[src/ibcs_defines.vh]
// constants for the instruction bus cycle sequencer
// Contract
// - fixed ordered bus cycle list per instruction
// - no bus release after locked cycle
// - prefetch next instruction, except BR16; sole cycle if register-only with no extension words
// - first extension word read at offset two
// - second extension word read at offset four
// - third extension word read at offset six
// - fourth extension word read at offset eight
`ifndef IBCS_DEFINES_VH
`define IBCS_DEFINES_VH
// instruction classes given by the execution unit
`define IBCS_CL_REG 3'h0
`define IBCS_CL_RD 3'h1
`define IBCS_CL_WR 3'h2
`define IBCS_CL_RMW 3'h3
`define IBCS_CL_BR8 3'h4
`define IBCS_CL_BR16 3'h5
// cycle kinds
`define IBCS_K_EXT 3'h0
`define IBCS_K_NEXT 3'h1
`define IBCS_K_EA 3'h2
`define IBCS_K_IDLE 3'h3
`define IBCS_K_END 3'h4
// instruction word size in bytes
`define IBCS_WORD_BYTES 24'h000002
`define IBCS_STEP_W 3
`endif

[src/ibcs_seq.v]
// instruction bus cycle sequencer top
`timescale 1ns/1ps
`include "ibcs_defines.vh"
module ibcs_seq #(
   parameter AW = 24
) (
   input wire sys_clk,
   input wire arst_n,
   input wire inst_start,
   input wire [2:0] inst_class,
   input wire [2:0] inst_ext_words,
   input wire [AW-1:0] inst_addr,
   input wire [AW-1:0] inst_ea,
   input wire inst_ea_word,
   output wire inst_ready,
   output reg inst_done_q,
   output reg bus_req_q,
   output reg [AW-1:0] bus_addr_q,
   output reg bus_write_q,
   output reg bus_word_q,
   output reg bus_lock_q,
   output reg bus_rd_n_q,
   output reg upper_byte_write_strobe_n,
   output reg lower_byte_write_strobe_n,
   output reg effective_address_cycle,
   input wire bus_done,
   input wire ext_breq,
   output reg bus_grant_q,
   output reg lock_q
);
   localparam [1:0] S_IDLE = 2'h0;
   localparam [1:0] S_ISSUE = 2'h1;
   localparam [1:0] S_BUS = 2'h2;
   reg [1:0] state_q;
   reg [2:0] class_q;
   reg [2:0] ext_q;
   reg [2:0] step_q;
   reg [AW-1:0] base_q;
   reg [AW-1:0] ea_q;
   reg ea_word_q;
   wire [2:0] kind;
   wire d_write;
   wire d_lock;
   wire d_word;
   reg [AW-1:0] addr_d;
   reg word_d;
   wire may_issue;

   // byte offset of instruction word n (0 = opcode word)
   function [AW-1:0] word_off;
      input [2:0] n;
      begin
         word_off = {{(AW-3){1'b0}}, n} * `IBCS_WORD_BYTES;
      end
   endfunction

   ibcs_step_dec u_dec (
      .op_class(class_q),
      .ext_words(ext_q),
      .step(step_q),
      .kind(kind),
      .is_write(d_write),
      .is_lock(d_lock),
      .force_word(d_word)
   );

   // an outside master is kept off while a locked sequence runs
   assign may_issue = lock_q | ~ext_breq;
   assign inst_ready = (state_q == S_IDLE);

   always @* begin
      addr_d = ea_q;
      word_d = d_word | ea_word_q;
      if (kind == `IBCS_K_EXT) begin
         addr_d = base_q + word_off(step_q + 3'h1);
      end else if (kind == `IBCS_K_NEXT) begin
         addr_d = base_q + word_off(ext_q + 3'h1);
      end
   end

   always @(posedge sys_clk or negedge arst_n) begin
      if (!arst_n) begin
         state_q <= S_IDLE;
         class_q <= 3'h0;
         ext_q <= 3'h0;
         step_q <= 3'h0;
         base_q <= {AW{1'b0}};
         ea_q <= {AW{1'b0}};
         ea_word_q <= 1'b0;
         inst_done_q <= 1'b0;
         bus_req_q <= 1'b0;
         bus_addr_q <= {AW{1'b0}};
         bus_write_q <= 1'b0;
         bus_word_q <= 1'b0;
         bus_lock_q <= 1'b0;
         bus_rd_n_q <= 1'b1;
         upper_byte_write_strobe_n <= 1'b1;
         lower_byte_write_strobe_n <= 1'b1;
         effective_address_cycle <= 1'b0;
         bus_grant_q <= 1'b0;
         lock_q <= 1'b0;
      end else begin
         inst_done_q <= 1'b0;
         // grant only between cycles and never inside a locked sequence
         bus_grant_q <= ext_breq & ~lock_q & (state_q != S_BUS);
         case (state_q)
            S_IDLE: begin
               if (inst_start) begin
                  class_q <= inst_class;
                  ext_q <= inst_ext_words;
                  base_q <= inst_addr;
                  ea_q <= inst_ea;
                  ea_word_q <= inst_ea_word;
                  step_q <= 3'h0;
                  state_q <= S_ISSUE;
               end
            end
            S_ISSUE: begin
               if (kind == `IBCS_K_END) begin
                  inst_done_q <= 1'b1;
                  state_q <= S_IDLE;
               end else if (kind == `IBCS_K_IDLE) begin
                  step_q <= step_q + 3'h1;
               end else if (may_issue && !bus_grant_q) begin
                  bus_req_q <= 1'b1;
                  bus_addr_q <= addr_d;
                  bus_write_q <= d_write;
                  bus_word_q <= word_d;
                  bus_lock_q <= d_lock;
                  bus_rd_n_q <= d_write;
                  upper_byte_write_strobe_n <= ~(d_write & (word_d | ~addr_d[0]));
                  lower_byte_write_strobe_n <= ~(d_write & (word_d | addr_d[0]));
                  effective_address_cycle <= (kind == `IBCS_K_EA);
                  state_q <= S_BUS;
               end
            end
            S_BUS: begin
               if (bus_done) begin
                  bus_req_q <= 1'b0;
                  bus_rd_n_q <= 1'b1;
                  upper_byte_write_strobe_n <= 1'b1;
                  lower_byte_write_strobe_n <= 1'b1;
                  effective_address_cycle <= 1'b0;
                  // lock follows the cycle just finished; the closing write drops it
                  lock_q <= bus_lock_q;
                  step_q <= step_q + 3'h1;
                  state_q <= S_ISSUE;
               end
            end
            default: state_q <= S_IDLE;
         endcase
      end
   end
endmodule // ibcs_seq

[src/ibcs_step_dec.v]
// cycle descriptor for one step of an instruction's bus cycle list
`timescale 1ns/1ps
`include "ibcs_defines.vh"
module ibcs_step_dec (
   input wire [2:0] op_class,
   input wire [2:0] ext_words,
   input wire [2:0] step,
   output reg [2:0] kind,
   output reg is_write,
   output reg is_lock,
   output reg force_word
);
   reg [2:0] post;
   always @* begin
      post = step - ext_words;
      kind = `IBCS_K_END;
      is_write = 1'b0;
      is_lock = 1'b0;
      force_word = 1'b1;
      if (step < ext_words) begin
         kind = `IBCS_K_EXT;
      end else begin
         case (op_class)
            `IBCS_CL_REG: begin
               if (post == 3'h0) kind = `IBCS_K_NEXT;
            end
            `IBCS_CL_RD: begin
               if (post == 3'h0) begin
                  kind = `IBCS_K_EA;
                  force_word = 1'b0;
               end else if (post == 3'h1) begin
                  kind = `IBCS_K_NEXT;
               end
            end
            `IBCS_CL_WR: begin
               if (post == 3'h0) begin
                  kind = `IBCS_K_EA;
                  is_write = 1'b1;
                  force_word = 1'b0;
               end else if (post == 3'h1) begin
                  kind = `IBCS_K_NEXT;
               end
            end
            `IBCS_CL_RMW: begin
               if (post == 3'h0) begin
                  kind = `IBCS_K_EA;
                  is_lock = 1'b1;
                  force_word = 1'b0;
               end else if (post == 3'h1) begin
                  kind = `IBCS_K_NEXT;
                  is_lock = 1'b1;
               end else if (post == 3'h2) begin
                  kind = `IBCS_K_EA;
                  is_write = 1'b1;
                  force_word = 1'b0;
               end
            end
            `IBCS_CL_BR8: begin
               if (post == 3'h0) kind = `IBCS_K_NEXT;
               else if (post == 3'h1) kind = `IBCS_K_EA;
            end
            `IBCS_CL_BR16: begin
               if (post == 3'h0) kind = `IBCS_K_IDLE;
               else if (post == 3'h1) kind = `IBCS_K_EA;
            end
            default: kind = `IBCS_K_END;
         endcase
      end
   end
endmodule // ibcs_step_dec

[config.mk]
export PLATFORM = sky130hd
export DESIGN_NAME = ibcs_seq
export DESIGN_NICKNAME = d
export VERILOG_FILES = /design/src/ibcs_seq.v /design/src/ibcs_step_dec.v
export VERILOG_INCLUDE_DIRS = /design/src /design/src/src
export SDC_FILE = /design/constraint.sdc
export NUM_CORES = 1
export LEC_CHECK = 0
export BUFFER_PORTS_ARGS = -buffer_cell sky130_fd_sc_hd__buf_2
export CAP_MARGIN = 40
export CORE_MARGIN = 5
export CORE_UTILIZATION = 25
export CTS_BUF_LIST = sky130_fd_sc_hd__clkbuf_8
export DETAILED_ROUTE_END_ITERATION = 12
export GPL_TIMING_DRIVEN = 0
export SYNTH_ARGS = -nofsm -noshare
export SYNTH_HDL_FRONTEND = slang
export SYNTH_SLANG_ARGS = --single-unit
[constraint.sdc]
create_clock -name sys_clk -period 6.01 [get_ports sys_clk]
set_clock_uncertainty 0.1 [all_clocks]
set_input_delay 0.3005 -clock sys_clk [delete_from_list [all_inputs] [get_ports sys_clk]]
set_output_delay 0.3005 -clock sys_clk [all_outputs]
set_load 0.005 [all_outputs]
Word-level counts from Yosys, hierarchy flattened
Index checks and enable logic that the tools add are counted.
{ "op_classes": {"mul": 0, "add_sub_neg": 5, "div_mod_pow": 0, "eq_ne": 22, "magnitude_cmp": 1, "muxes": 64, "bitwise": 15, "shifts": 0, "reduce_logical": 15} }
{ "ops": {"columns": ["cell", "count"], "rows": [
  ["$add A24 B4 Y24", 2],
  ["$mux W24", 2],
  ["$mux W3", 14],
  ["$mux W1", 33],
  ["$eq A3 B2 Y1 const B", 5],
  ["$pmux W3 S5", 1],
  ["$ne A2 B2 Y1 const B", 7],
  ["$pmux W1 S2", 7],
  ["$mux W2", 5],
  ["$reduce_and A5 Y1", 2],
  ["$eq A3 B1 Y1 const B", 3],
  ["$eq A3 B3 Y1 const B", 3],
  ["$logic_not A3 Y1", 3],
  ["$pmux W3 S3", 1],
  ["$reduce_and A4 Y1", 2],
  ["$not A1 Y1", 7],
  ["$add A3 B1 Y3 const B", 2],
  ["$ne A3 B3 Y1 const B", 2],
  ["$pmux W2 S3", 1],
  ["$and A1 B1 Y1", 4],
  ["$or A1 B1 Y1", 4],
  ["$reduce_and A2 Y1", 2],
  ["$lt A3 B3 Y1", 1],
  ["$reduce_bool A3 Y1", 1],
  ["other kinds (8)", 8]
]} }
{ "totals": {"n_memories": 0, "output_inout_bits": 36, "ramBits": 0, "latch_bits": 0, "wordCells": 141, "mem_bits_ro": 0, "register_bits": 95} }

Logic depth before layout (Yosys ltp)
Gate-level depths: netlist of run 1.
{ "logic_depth": {"depth_word": 18, "ltp_mapped": 12, "ltp_nobuf": 9} }

By module
From an unflattened synthesis of run 1, not the netlist that was laid out.
{ "hier_totals": {"hier_cells": 506, "hier_area_um2": 5270.1} }
{ "modules_own_cells": {"columns": ["module", "instances", "cells_per_inst", "area_per_inst_um2"], "rows": [
  ["ibcs_seq", 1, 464, 4978.5],
  ["ibcs_step_dec", 1, 42, 291.5]
]} }

Worst setup path before layout of run 1
No wires, ideal clock.
{ "synth_timing": {"kind": "register to register", "start": "register step_q[0]", "end": "register effective_address_cycle", "setup_ns": 0.125, "n_path_buf": 1, "arrival_time_ns": 2.372, "required_ns": 5.785, "stages_incl_launch_ff": 11, "period_less_slack_ns": 2.597, "setup_slack_ns": 3.413, "path_cell_list": "dfrtp_1 -> inv_1 -> ha_1 -> fa_1 -> buf_2 -> nand2_1 -> nor3_1 -> o41ai_2 -> nand2_1 -> a21o_1 -> mux2_2"} }
{ "synth_via": {"elab_chain_len": 12} }
{ "synth_lines": {"columns": ["element", "line_no", "rtl"], "rows": [
  ["start: declaration", "ibcs_seq.v:37", "reg [2:0] step_q;"],
  ["start signal: assignment", "ibcs_seq.v:123", "step_q <= step_q + 3'h1;"],
  ["start signal: assignment", "ibcs_seq.v:146", "step_q <= step_q + 3'h1;"],
  ["$sub A3 B3 Y3", "ibcs_step_dec.v:15", "post = step - ext_words;"],
  ["$eq A3 B2 Y1", "ibcs_step_dec.v:52", "end else if (post == 3'h2) begin"],
  ["$mux W3", "ibcs_step_dec.v:52", null],
  ["$mux W3", "ibcs_step_dec.v:49", "end else if (post == 3'h1) begin"],
  ["$mux W3", "ibcs_step_dec.v:45", "if (post == 3'h0) begin"],
  ["$pmux W3 S5", "ibcs_step_dec.v:23", "case (op_class)"],
  ["$mux W3 (*)", "ibcs_step_dec.v:20", "if (step < ext_words) begin"],
  ["$eq A3 B2 Y1 (no source line)", null, null],
  ["$mux W1", "ibcs_seq.v:124", "end else if (may_issue && !bus_grant_q) begin"],
  ["$mux W1", "ibcs_seq.v:122", "end else if (kind == `IBCS_K_IDLE) begin"],
  ["$mux W1", "ibcs_seq.v:119", "if (kind == `IBCS_K_END) begin"],
  ["$pmux W1 S2", "ibcs_seq.v:106", "case (state_q)"],
  ["end signal: assignment", "ibcs_seq.v:133", "effective_address_cycle <= (kind == `IBCS_K_EA);"],
  ["end: declaration", "ibcs_seq.v:25", "output reg effective_address_cycle,"]
]} }
Every way passes the cells marked *; elsewhere a longest branch is shown, timed or not. The select of a mux whose other input is x is not followed.
A chain may end at the register's enable or synchronous reset.

Worst setup path after layout of run 1
{ "layout_timing": {"start": "register step_q[0]", "end": "register bus_addr_q[16]"} }
{ "layout_via": {"elab_chain_len": 10} }
{ "layout_lines": {"columns": ["element", "line_no", "rtl"], "rows": [
  ["$sub A3 B3 Y3", "ibcs_step_dec.v:15", null],
  ["$eq A3 B2 Y1", "ibcs_step_dec.v:52", null],
  ["$mux W3", "ibcs_step_dec.v:52", null],
  ["$mux W3", "ibcs_step_dec.v:49", null],
  ["$mux W3", "ibcs_step_dec.v:45", null],
  ["$pmux W3 S5", "ibcs_step_dec.v:23", null],
  ["$mux W3", "ibcs_step_dec.v:20", null],
  ["$eq A3 B1 Y1 (no source line) (tied with other cells)", null, null],
  ["$mux W24 or $not A1 Y1 (tied branches)", null, null],
  ["$mux W24 or $reduce_and A4 Y1 (tied branches)", null, null],
  ["end signal: assignment", "ibcs_seq.v:92", "bus_addr_q <= {AW{1'b0}};"],
  ["end signal: assignment", "ibcs_seq.v:126", "bus_addr_q <= addr_d;"],
  ["end: declaration", "ibcs_seq.v:18", "output reg [AW-1:0] bus_addr_q,"]
]} }
Several ways; a longest one is shown, not always the timed one.

==> summary.txt, run 1 <==
Clock network
  – CTS tree: done
  – Gates resized, CTS repair: 0
  – CTS Buffer Depth: 2
  – Root Driver: clkbuf_8
  – Clock-pin slew on the worst setup and hold paths: around 0.10 ns
  – # Post-CTS Setup Buffers: 0
  – Clk sinks: 95
  – Clk_lat worst skew: between 0.3 and 0.4 ns
  – CTS Buf Count: 9
  – # H-tree levels: 3

Setup path
  – Crit Path Class: flop to flop
  – Crit path launch type: flop
  – CP Data Arrival Time: approximately 3.4 ns
  – Max stage delay on crit path: approximately 0.46 ns
  – CP delay by family, top: compound AO/OA/AOI/OAI gates
  – Critical path required time: 6.22 ns
  – Setup crit end kind: flop
  – Worst Reg2Reg Path Length in Cells: 10
  – Cells along the critical path: inv_1, ha_1, fa_1, xor2_2, o211a_1, nand3_2, buf_6, o22ai_1, o21ai_0, a31oi_1
  – Slowest-stage cell, CP: o22ai_1
  – WP depth: 10
  – Critical path peak fanout: 10
  – Buf+Inv Stages, Crit Path: 2

Route
  – Vias per cell: 4.76
  – Residual DRC: 0
  – Final WL: about 15000 µm
  – First-pass DRT Iterations: 4
  – DR iter-0 viols: between 300 and 400
  – Wire length per cell: about 17 µm
  – Via count: around 4200
  – Routed Antenna Nets: 0

Cells and area
  – N_diodes: 0
  – Final net count: between 600 and 700
  – Most frequent cells in the layout: buf_2, dfrtp_1, mux2_2, nor2_1, nand2_1
  – Area Growth Syn to Fin: 20.1%
  – Most common cell after layout, fill and taps aside: buf_2
  – Layout cells sized above 1: 0.325

GRT
  – Initial antenna violation count: 5
  – Total gr overflow: 0
  – GRT Util Overall: 0.129
  – First-pass GRT wire length: between 20000 and 25000 µm
  – Vias in the first global route: 4108
  – Largest net degree at the start of global routing: 55

Logic synthesis
  – Cells after Synth: 499
  – Post-synthesis cell type count: 60
  – Top_reg_cell synth: dfrtp_1
  – EDFF count, synth: 0
  – Synth Cell Area: 5140 µm²
  – Simple-Gate Fraction of Synth Area: 0.137
  – Async set-reset flop share out of synthesis: 1.00
  – Ys Warns: 0
  – Synth Area per Inst: 10.3 µm²
  – Adder-cell share of the synthesized area: 0.0501
  – Synth Area in Compound Gates: 0.151
  – Mux cell area share after synthesis: 0.151
  – Synth Area in XOR/XNOR: 0.0117
  – Synthesized Nets: about 580
  – Synthesis-stage register bit count: 95
  – Largest family of logic cells by synthesized area: multiplexers
  – Sequential area share after synthesis: 0.463

Floorplan
  – Initial Utilization: 0.254
  – IO Pins: 96
  – Die Ht: 153 µm
  – DIE WIDTH: between 150 and 200 µm
  – Rows: 52
  – Die ar.: around 24000 µm²
  – Core Area: between 20000 and 25000 µm²

Timing
  – Max_slew headroom: 0.475
  – Slew Viols, Final: 0
  – Final setup vio count: 0
  – Min Tclk post-route: roughly 3.1 ns
  – Final setup TNS: 0 ns
  – Final hold slack: between 0.02 and 0.03 ns
  – RSZ-0062 raised after global routing: false
  – Ratio of final minimum period to clock period: 0.523
  – Fmax achieved: roughly 320 MHz
  – Fin. Hold Viols: 0
  – Worst Max-Slew Pin Slew: 0.788 ns
  – Final setup margin: 2.87 ns

Power and ir drop
  – Lkg Pwr: ~2.7 nW
  – Logic gate share of total power: 0.557
  – Switching Fraction: 0.459
  – Int Power: slightly below 2 mW
  – Power Density: ~590 nW/µm²
  – Clock Power Share: 0.111
  – Maximum VDD drop: roughly 0.19 mV
  – Sw Pwr: roughly 1.7 mW
  – Register share of total power: 0.332

Min path
  – WHS Path Cells: 2
  – Hold crit path type: primary input to flop

Placed design
  – Hpwl dp: 11700 µm
  – # port buffers: between 90 and 100
  – Final GP Congestion: ~0.87
  – Pre-CTS setup slack: 2.97 ns

Outcome
  – Status: finished clean

Run
  – Max-cap violations: 0
-- kinds of logic (layout without fill, tap and decap cells) --
family	Yosys count	in the layout
compound gates	120	120
xor+xnor	6	6
fa+ha+maj	19	19
buf+inv	38	151
flops	95	95
mux	70	70
simple gates	151	151
-- flip-flops by register name, summed over array words and instances (netlist names), 2 cells and up --
name,count
ea_q,24
state_q,2
step_q,3
class_q,3
bus_addr_q,24
base_q,24
ext_q,3
-- metal layers --
metal  global-route usage  wire (µm)  vias up  part of all wire
met1                0.179       7170     2026              0.47
met5                    0         56        -            0.0037
met2                0.191       6690      113              0.44
li1                     -          -     2030                 -
met4               0.0374        209       10             0.014
met3               0.0433       1000       23             0.066
-- repair_timing --
action                     CTS  global route
hold buffers                 1             0
setup endpoints to repair    0             0
hold endpoints to repair    41             0
-- final cells by class --
class / instances / area, µm²
Fill cell: 2158 / 14100
Multi-Input combinational cell: 366 / 2580
Sequential cell: 95 / 2380
Timing Repair Buffer: 97 / 515
Tap cell: 270 / 338
Clock buffer: 10 / 138
Buffer: 23 / 128
Inverter: 15 / 56.3
Clock inverter: 6 / 42.5
-- power by group through the flow --
| stage | clock [mW] | combinational (mW) | sequential, mW |
|---|---|---|---|
| 2_1_floorplan | 0 | 1.45 | 1.13 |
| 3_3_place_gp | 0 | 1.99 | 1.20 |
| 3_5_place_dp | 0 | 2.02 | 1.21 |
| 4_1_cts | 0.419 | 2.03 | 1.20 |
| 5_1_grt | 0.447 | 2.26 | 1.24 |
| 6_report | 0.402 | 2.02 | 1.20 |
-- cell usage after synthesis (all sizes together), types with 2 or more instances --
cell type	number	area [µm²]
clkbuf	9	33.8
a221oi	5	43.8
a31oi	11	68.8
a41oi	2	25.0
ha	15	188
a211oi	6	45.0
or2	2	12.5
nor3	10	50.1
or3	4	25.0
nand3	13	70.1
a21oi	29	145
nor2b	2	12.5
o31ai	3	22.5
a21o	3	22.5
mux2	62	698
xor2	5	51.3
nor3b	2	15.0
nand4	7	43.8
dfstp	3	78.8
nor2	48	183
mux2i	8	80.1
o221ai	3	26.3
o22ai	3	18.8
a32oi	2	17.5
inv	15	56.3
o21a	4	31.3
nand2b	3	18.8
nand2	43	161
and3	7	43.8
dfrtp	92	2300
o211a	2	20.0
and2	6	37.5
o21ai	37	185
buf	14	93.8
fa	3	60.1
-- stage by stage --
step / util / total power [mW] / cells / instance area (µm²)
finish: 0.305 / 3.62 / 882 / 6180
global route: 0.305 / 3.95 / 882 / 6180
CTS: 0.305 / 3.65 / 882 / 6180
detailed placement: 0.296 / 3.23 / 865 / 5990
global placement: 0.294 / 3.19 / 864 / 5960
floorplan: - / 2.58 / 499 / 5140
-- worst register-to-register path, stage by stage (launching register included) --
cell and delay (ns):
dfrtp_1 0.41, inv_1 0.08, ha_1 0.22, fa_1 0.44, xor2_2 0.24, o211a_1 0.31, nand3_2 0.19, buf_6 0.20
o22ai_1 0.47, o21ai_0 0.23, a31oi_1 0.20
-- final timing paths --
| check | start | end | slack (ns) |
|---|---|---|---|
| setup / recovery | step_q[0] | bus_addr_q[16] | 2.87 |
| hold / removal | inst_addr[13] | base_q[13] | 0.03 |
| setup reg to reg | step_q[0] | bus_addr_q[16] | 2.87 |
| hold reg to reg | bus_rd_n_q | bus_rd_n_q | 0.38 |
| max in group asynchronous | arst_n | lower_byte_write_strobe_n | 4.77 |
| min in group asynchronous | arst_n | ea_q[3] | 0.34 |
(Power assumes the default switching activity.)
==> run 2: changes to the inputs <==
Clock period 6.01 ns to 2.8 ns, I/O delays scaled along.
==> run 2 against run 1 <==
  * Setup slack lost 2.8 ns
  * Largest power group unchanged
  * Via count increased by 5.1%
  * Non-clock buffer count is 63 higher
  * Combinational power is 140% higher
==> summary.txt, run 2 (synthesized netlist as in run 1, its figures left out) <==
Cells and area
  – Layout cells sized above 1: 0.329 (+0.00373)
  – Final net count: 748 (+9.2%)
  – Area Growth Syn to Fin: 35.0%
  – Most frequent cells in the layout: buf_2, dfrtp_1, mux2_2, dlygate4sd3_1, nor2_1
  – Final instance area: 6940 µm² (+12%)
  – Most common cell after layout, fill and taps aside: buf_2
  – Cell Count, Final, Fillers Out: 945 (+7.1%)
  – Biggest regs: base_q (24), bus_addr_q (24), ea_q (24)
  – N_diodes: 0 (unchanged)
  – # fillers: 2101 (-2.6%)

Route
  – Routed Antenna Nets: 0 (unchanged)
  – Via count: 4415 (+5.1%)
  – Residual DRC: 0 (unchanged)
  – Final WL: 15600 µm (+2.8%)
  – First-pass DRT Iterations: 4 (unchanged)
  – Wire length per cell: 16.5 µm (-4.1%)
  – DR iter-0 viols: 262 (-14%)
  – Vias per cell: 4.67 (-1.9%)

Clock network
  – CTS Buffer Depth: 2 (unchanged)
  – CTS tree: done
  – Clk_lat worst skew: 0.40 ns (about the same)
  – Clk sinks: 95 (unchanged)
  – # H-tree levels: 3 (unchanged)
  – Root Driver: clkbuf_8
  – Clock-pin slew on the worst setup and hold paths: 0.10 ns (about the same)
  – CTS Buf Count: 9 (unchanged)

Placed design
  – # port buffers: 95 (unchanged)
  – Cells after DPL: 865 (unchanged)
  – Pre-CTS setup slack: -0.241 ns (-3.21 ns)
  – Hpwl dp: 11700 µm (unchanged)
  – Final GP Congestion: 0.869 (unchanged)
  – Post-DP Area: 5990 µm² (unchanged)

Setup path
  – Worst reg2reg path endpoint: bus_addr_q[23]
  – Critical path required time: 2.98 ns (-3.24 ns)
  – Max stage delay on crit path: 0.44 ns (-0.02 ns)
  – Slowest-stage cell, CP: fa_2
  – Worst R2R Setup Slack: 0.09 ns (-2.78 ns)
  – Most frequent CP cell: buf_8
  – Crit path launch type: flop
  – Reg2reg start: step_q[0]
  – Critical path peak fanout: 10 (unchanged)
  – Cells along the critical path: inv_2, ha_4, fa_2, buf_8, nand2_2, nor3_4, o41ai_4, and3_4, buf_8, buf_4, a41oi_2
  – Worst Reg2Reg Path Length in Cells: 11 (+1)
  – Crit Path Class: flop to flop
  – CP Data Arrival Time: 2.88 ns (-0.47 ns)
  – Setup crit end kind: flop

Floorplan
  – DIE WIDTH: 153 µm (unchanged)
  – IO Pins: 96 (unchanged)
  – Core Area: 20200 µm² (unchanged)
  – Initial Utilization: 0.254 (unchanged)
  – Die ar.: 23500 µm² (unchanged)
  – Rows: 52 (unchanged)
  – Die Ht: 153 µm (unchanged)

Timing
  – Fmax achieved: 369 MHz (+16%)
  – Min Tclk post-route: 2.71 ns (-0.433 ns)
  – Final setup margin: 0.0923 ns (-2.78 ns)
  – Max_slew headroom: 0.478 (+0.00303)
  – RSZ-0062 raised after global routing: true
  – Fin. Hold Viols: 0 (unchanged)
  – Worst Max-Slew Pin Slew: 0.783 ns (-0.00454 ns)
  – Final setup vio count: 0 (unchanged)
  – Ratio of final minimum period to clock period: 0.967 (+0.444)
  – Slew Viols, Final: 0 (unchanged)
  – Final setup TNS: 0 ns (unchanged)

GRT
  – GRT Util Overall: 0.131 (+0.00232)
  – First-pass GRT wire length: 24500 µm (+3.3%)
  – Total gr overflow: 0 (unchanged)
  – Initial antenna violation count: 0 (-5)
  – Vias in the first global route: 4346 (+5.8%)
  – Largest net degree at the start of global routing: 55 (unchanged)

Power and ir drop
  – Power Density: 1200 nW/µm² (+100%)
  – Switching Fraction: 0.455 (-0.00412)
  – Logic gate share of total power: 0.583 (+0.026)
  – Int Power: 4.53 mW (+130%)
  – Register share of total power: 0.312 (-0.020)
  – Post-layout power: 8.32 mW (+130%)
  – Maximum VDD drop: 0.427 mV (+130%)
  – Clock Power Share: 0.105 (-0.006)
  – Sw Pwr: 3.79 mW (+130%)
  – Lkg Pwr: 3.01 nW (+11%)

Min path
  – Hold crit path type: primary input to async pin

Run
  – Max-cap violations: 0 (unchanged)

Outcome
  – Status: finished clean
==> run 2: changes by cell type in the layout (fill, tap and decap cells not counted), sizes merged <==
cell,previous run,this run
clkbuf,19,20
dlygate4sd3,1,58
buf,110,115
==> run 2: area by class of cell <==
| type | instances | area [µm²] | area share |
|---|---|---|---|
| clock buffer | 10 | 138 | 0.0198 |
| tap | 270 | 338 | 0.0487 |
| clock inverter | 6 | 42.5 | 0.00613 |
| sequential | 95 | 2380 | 0.343 |
| timing repair buffer | 160 | 1150 | 0.165 |
| buffer | 23 | 158 | 0.0227 |
| inverter | 15 | 56.3 | 0.00811 |
| multi-input combinational | 366 | 2680 | 0.386 |
==> run 2: timing repair <==
action	in CTS	in global routing
hold buffers	58	0
endpoints found under the setup margin	32	32
hold endpoints to repair	98	0
pin swaps	3	4
cloned	0	1
setup buffers	0	5
gates resized for setup	12	19
==> run 2: worst max-delay path: cells and delay by family, from the launching register on <==
family          cells  cell delay, ns
fa+ha+maj           2            0.58
buf+inv             4            0.57
compound gates      2            0.53
flops               1            0.42
simple gates        3            0.40
==> run 2: metal layers <==
| layer | GRT usage | up-vias | part of all wire | routed length, µm |
|---|---|---|---|---|
| met4 | 0.0374 | 0 | 0.014 | 224 |
| met3 | 0.0370 | 17 | 0.055 | 860 |
| met5 | 0 | - | 0 | 0 |
| met1 | 0.185 | 2137 | 0.48 | 7460 |
| li1 | - | 2156 | - | - |
| met2 | 0.197 | 105 | 0.45 | 7000 |
==> run 2: power groups by stage <==
stage,combinational (mW),sequential (mW),clock [mW]
detailed placement,4.33,2.60,0
CTS,4.58,2.58,0.900
floorplan,3.11,2.43,0
global route,5.37,2.68,0.961
finish,4.85,2.59,0.873
global placement,4.28,2.57,0
==> run 2: worst max-delay path by stage <==
stage                     startpoint                 endpoint  slack (ns)  cells past startpoint
final                      step_q[0]           bus_addr_q[23]        0.09                     11
after global routing       step_q[0]           bus_addr_q[16]       -0.06                     11
after CTS                  step_q[0]            bus_addr_q[3]       0.002                     11
after detailed placement   step_q[0]           bus_addr_q[16]       -0.24                     10
after global placement     step_q[0]           bus_addr_q[16]       -0.24                     10
after floorplan            step_q[0]  effective_address_cycle        0.20                     10
==> run 2: through the flow <==
step	hold WS [ns]	utilization
5_1_grt	0.218	0.343
3_3_place_gp	0.272	0.294
4_1_cts	0.164	0.336
2_1_floorplan	-0.256	-
6_report	0.170	0.343
3_5_place_dp	0.0684	0.296
==> run 3: changes to the inputs <==
Settings changed: SYNTH_HIERARCHICAL set to 1.
==> run 3 against run 2 <==
  * The run now ends with negative setup slack left
  * Cell count rose by 5.8%
  * Register-to-register slack lost 0.39 ns
  * Synthesized area rose by 2.5%
  * Worst hold slack got worse by 0.13 ns
  * Clock-buffer cell count stayed put
==> summary.txt, run 3 <==
GRT
  – Met3 GRT Util: 0.0281 (-0.00894)
  – GRT met2 Usage: 0.228 (+0.0310)
  – Met1 GRT Util: 0.188 (+0.00315)
  – GRT Util Overall: 0.140 (+0.00883)
  – Total gr overflow: 0 (unchanged)
  – Largest net degree at the start of global routing: 60 (+9.1%)
  – Vias in the first global route: 4819 (+11%)
  – First-pass GRT wire length: 26500 µm (+8.2%)
  – Initial antenna violation count: 0 (unchanged)
  – GRT busiest layer: met2

Logic synthesis
  – Leading cell types by count after synthesis: dfrtp_1, mux2_2, nand2_1
  – Ys Warns: 6 (+6)
  – Post-synthesis cell type count: 60 (unchanged)
  – Synth area leader: dfrtp_1
  – Cell with the most instances after synthesis: dfrtp_1
  – Synth Area per Inst: 10.4 µm² (+1.1%)
  – Top_reg_cell synth: dfrtp_1
  – Synthesized Nets: 585 (+1.4%)
  – Top cells by area, synth: dfrtp_1, mux2_2, ha_1
  – Synth Cell Area: 5270 µm² (+2.5%)
  – Async set-reset flop share out of synthesis: 1.00 (unchanged)
  – Cells after Synth: 506 (+1.4%)
  – Synthesis-stage register bit count: 95 (unchanged)
  – Synth top area share: 0.437 (-0.0108)
  – Sequential area share after synthesis: 0.452 (-0.0112)
  – EDFF count, synth: 0 (unchanged)

Floorplan
  – Rows: 53 (+1.9%)
  – DIE WIDTH: 155 µm (+1.2%)
  – IO Pins: 96 (unchanged)
  – Die ar.: 24100 µm² (+2.3%)
  – Die Ht: 155 µm (+1.2%)
  – Core Area: 20900 µm² (+3.2%)
  – Initial Utilization: 0.252 (-0.00185)

Clock network
  – Root Driver: clkbuf_8
  – Clk sinks: 95 (unchanged)
  – Clock-pin slew on the worst setup and hold paths: 0.10 ns (about the same)
  – CTS Buf Count: 9 (unchanged)
  – CTS Buffer Depth: 2 (unchanged)
  – CTS tree: done
  – Clk_lat worst skew: 0.38 ns (-0.02 ns)
  – # H-tree levels: 3 (unchanged)

Cells and area
  – Final instance area: 7900 µm² (+14%)
  – Final net count: 800 (+7.0%)
  – Most frequent cells in the layout: buf_2, dfrtp_1, mux2_2, dlygate4sd3_1, buf_4
  – Most common cell after layout, fill and taps aside: buf_2
  – Layout cells sized above 1: 0.443 (+0.114)
  – Biggest regs: base_q (24), bus_addr_q (24), ea_q (24)
  – Area Growth Syn to Fin: 49.8%
  – N_diodes: 0 (unchanged)
  – Cell Count, Final, Fillers Out: 1000 (+5.8%)

Power and ir drop
  – Int Power: 5.70 mW (+26%)
  – Clock Power Share: 0.095 (-0.010)
  – Maximum VDD drop: 0.524 mV (+23%)
  – Register share of total power: 0.269 (-0.043)
  – Power Density: 1250 nW/µm² (+4.6%)
  – Post-layout power: 9.90 mW (+19%)
  – Sw Pwr: 4.20 mW (+11%)
  – Switching Fraction: 0.424 (-0.0310)
  – Lkg Pwr: 3.39 nW (+13%)
  – Logic gate share of total power: 0.636 (+0.053)

Setup path
  – CP Data Arrival Time: 3.28 ns (+0.40 ns)
  – Setup crit end kind: flop
  – Crit Path Class: flop to flop
  – Crit path launch type: flop
  – Critical path peak fanout: 7 (-3)
  – Worst R2R Setup Slack: -0.30 ns (-0.39 ns)
  – Critical path required time: 2.98 ns (about the same)

Timing
  – Max_slew headroom: 0.516 (+0.0384)
  – RSZ-0062 raised after global routing: true
  – Final setup margin: -0.298 ns (-0.390 ns)
  – Ratio of final minimum period to clock period: 1.11 (+0.139)
  – Min Tclk post-route: 3.10 ns (+0.390 ns)
  – Worst Max-Slew Pin Slew: 0.725 ns (-0.0577 ns)
  – Fmax achieved: 323 MHz (-13%)
  – Fin. Hold Viols: 0 (unchanged)
  – Slew Viols, Final: 0 (unchanged)
  – Final setup vio count: 38 (+38)

Placed design
  – Post-DP Area: 6250 µm² (+4.5%)
  – Cells after DPL: 877 (+1.4%)
  – Final GP Congestion: 0.844 (-2.9%)
  – # port buffers: 95 (unchanged)
  – Hpwl dp: 11800 µm (+0.99%)

Route
  – Routed Antenna Nets: 0 (unchanged)
  – Residual DRC: 0 (unchanged)
  – Final WL: 16700 µm (+7.3%)
  – Vias per cell: 4.67 (-0.15%)
  – Wire length per cell: 16.7 µm (+1.4%)
  – DR iter-0 viols: 212 (-19%)
  – Via count: 4665 (+5.7%)
  – First-pass DRT Iterations: 5 (+1)

Outcome
  – Violated checks: negative setup slack
  – Status: finished, violations left

Run
  – Max-cap violations: 0 (unchanged)

Min path
  – Hold crit path type: primary input to flop
[run 3: changes by cell type after synthesis, moves of 5 or more]
cell,delta
xnor2_1,+16
nor2_1,-12
o21ai_0,-11
a31oi_1,-10
inv_1,+10
nand3_1,+10
a21oi_1,-9
xor2_1,+8
and2_1,-6
o211ai_1,+6
a222oi_1,+5
clkbuf_1,+5
[run 3: kinds of logic after synthesis]
| group | after synthesis | share of synthesized area |
|---|---|---|
| AND/OR/NAND/NOR | 156 | 0.151 |
| flip-flops | 95 | 0.452 |
| AO/OA/AOI/OAI | 90 | 0.119 |
| multiplexers | 66 | 0.140 |
| buffers and inverters | 50 | 0.0387 |
| XOR/XNOR | 29 | 0.0482 |
| adder cells (fa/ha/maj) | 20 | 0.0513 |
[run 3: cell type report]
| class | count | area (µm²) |
|---|---|---|
| fillers | 2055 | 13000 |
| repair buffers | 206 | 1590 |
| well taps | 275 | 344 |
| flip-flops and latches | 95 | 2380 |
| clock buffers | 10 | 138 |
| inverters | 25 | 93.8 |
| plain buffers | 23 | 244 |
| multi-input cells | 361 | 3040 |
| clock inverters | 5 | 58.8 |
[run 3: critical path, stage by stage (launching register included)]
cell       delay (ns)
dfrtp_1          0.39
inv_1            0.07
ha_2             0.18
fa_1             0.44
buf_8            0.16
a21oi_4          0.13
a2111oi_4        0.07
a21oi_2          0.24
nand2b_1         0.14
buf_4            0.15
buf_4            0.12
buf_4            0.12
buf_4            0.12
buf_4            0.12
buf_4            0.12
buf_4            0.12
nor3b_1          0.24
[run 3: final timing paths]
kind                            cells past startpoint                   endpoint           start
worst max-delay path                               16                inst_done_q       step_q[0]
worst min-delay path                                3                     lock_q        bus_done
worst min register to register                      2             bus_addr_q[15]  bus_addr_q[15]
worst max register to register                     16                inst_done_q       step_q[0]
min in group asynchronous                           2                 class_q[1]          arst_n
max in group asynchronous                           3  lower_byte_write_strobe_n          arst_n
[run 3: routing by layer]
metal | vias up | routed length [µm]
li1 | 2240 | -
met1 | 2269 | 7560
met2 | 122 | 7950
met3 | 34 | 831
met4 | 0 | 352
met5 | - | 0
[run 3: what timing repair did]
action,CTS,global route
endpoints found under the setup margin,37,38
gates cloned,6,0
endpoints found under the hold margin,92,0
buffers inserted,44,3
resized for setup,83,28
hold buffers,57,0
pin swaps,32,17
[run 3: stage by stage]
step | util | worst slack, ns | setup TNS [ns] | hold slack, ns
after global routing | 0.378 | -0.427 | -12.54 | 0.0268
after global placement | 0.298 | -0.448 | -11.79 | 0.272
final | 0.378 | -0.298 | -7.18 | 0.0383
after floorplan | - | -0.131 | -0.674 | -0.256
after CTS | 0.370 | -0.228 | -5.39 | 0.0121
after detailed placement | 0.299 | -0.548 | -13.82 | 0.0546
[run 3: power groups by stage]
stage | clock (mW) | combinational, mW | sequential [mW]
3_3_place_gp | 0 | 4.28 | 2.62
5_1_grt | 1.03 | 6.84 | 2.75
2_1_floorplan | 0 | 3.25 | 2.48
4_1_cts | 0.971 | 5.77 | 2.64
3_5_place_dp | 0 | 4.38 | 2.64
6_report | 0.941 | 6.30 | 2.66
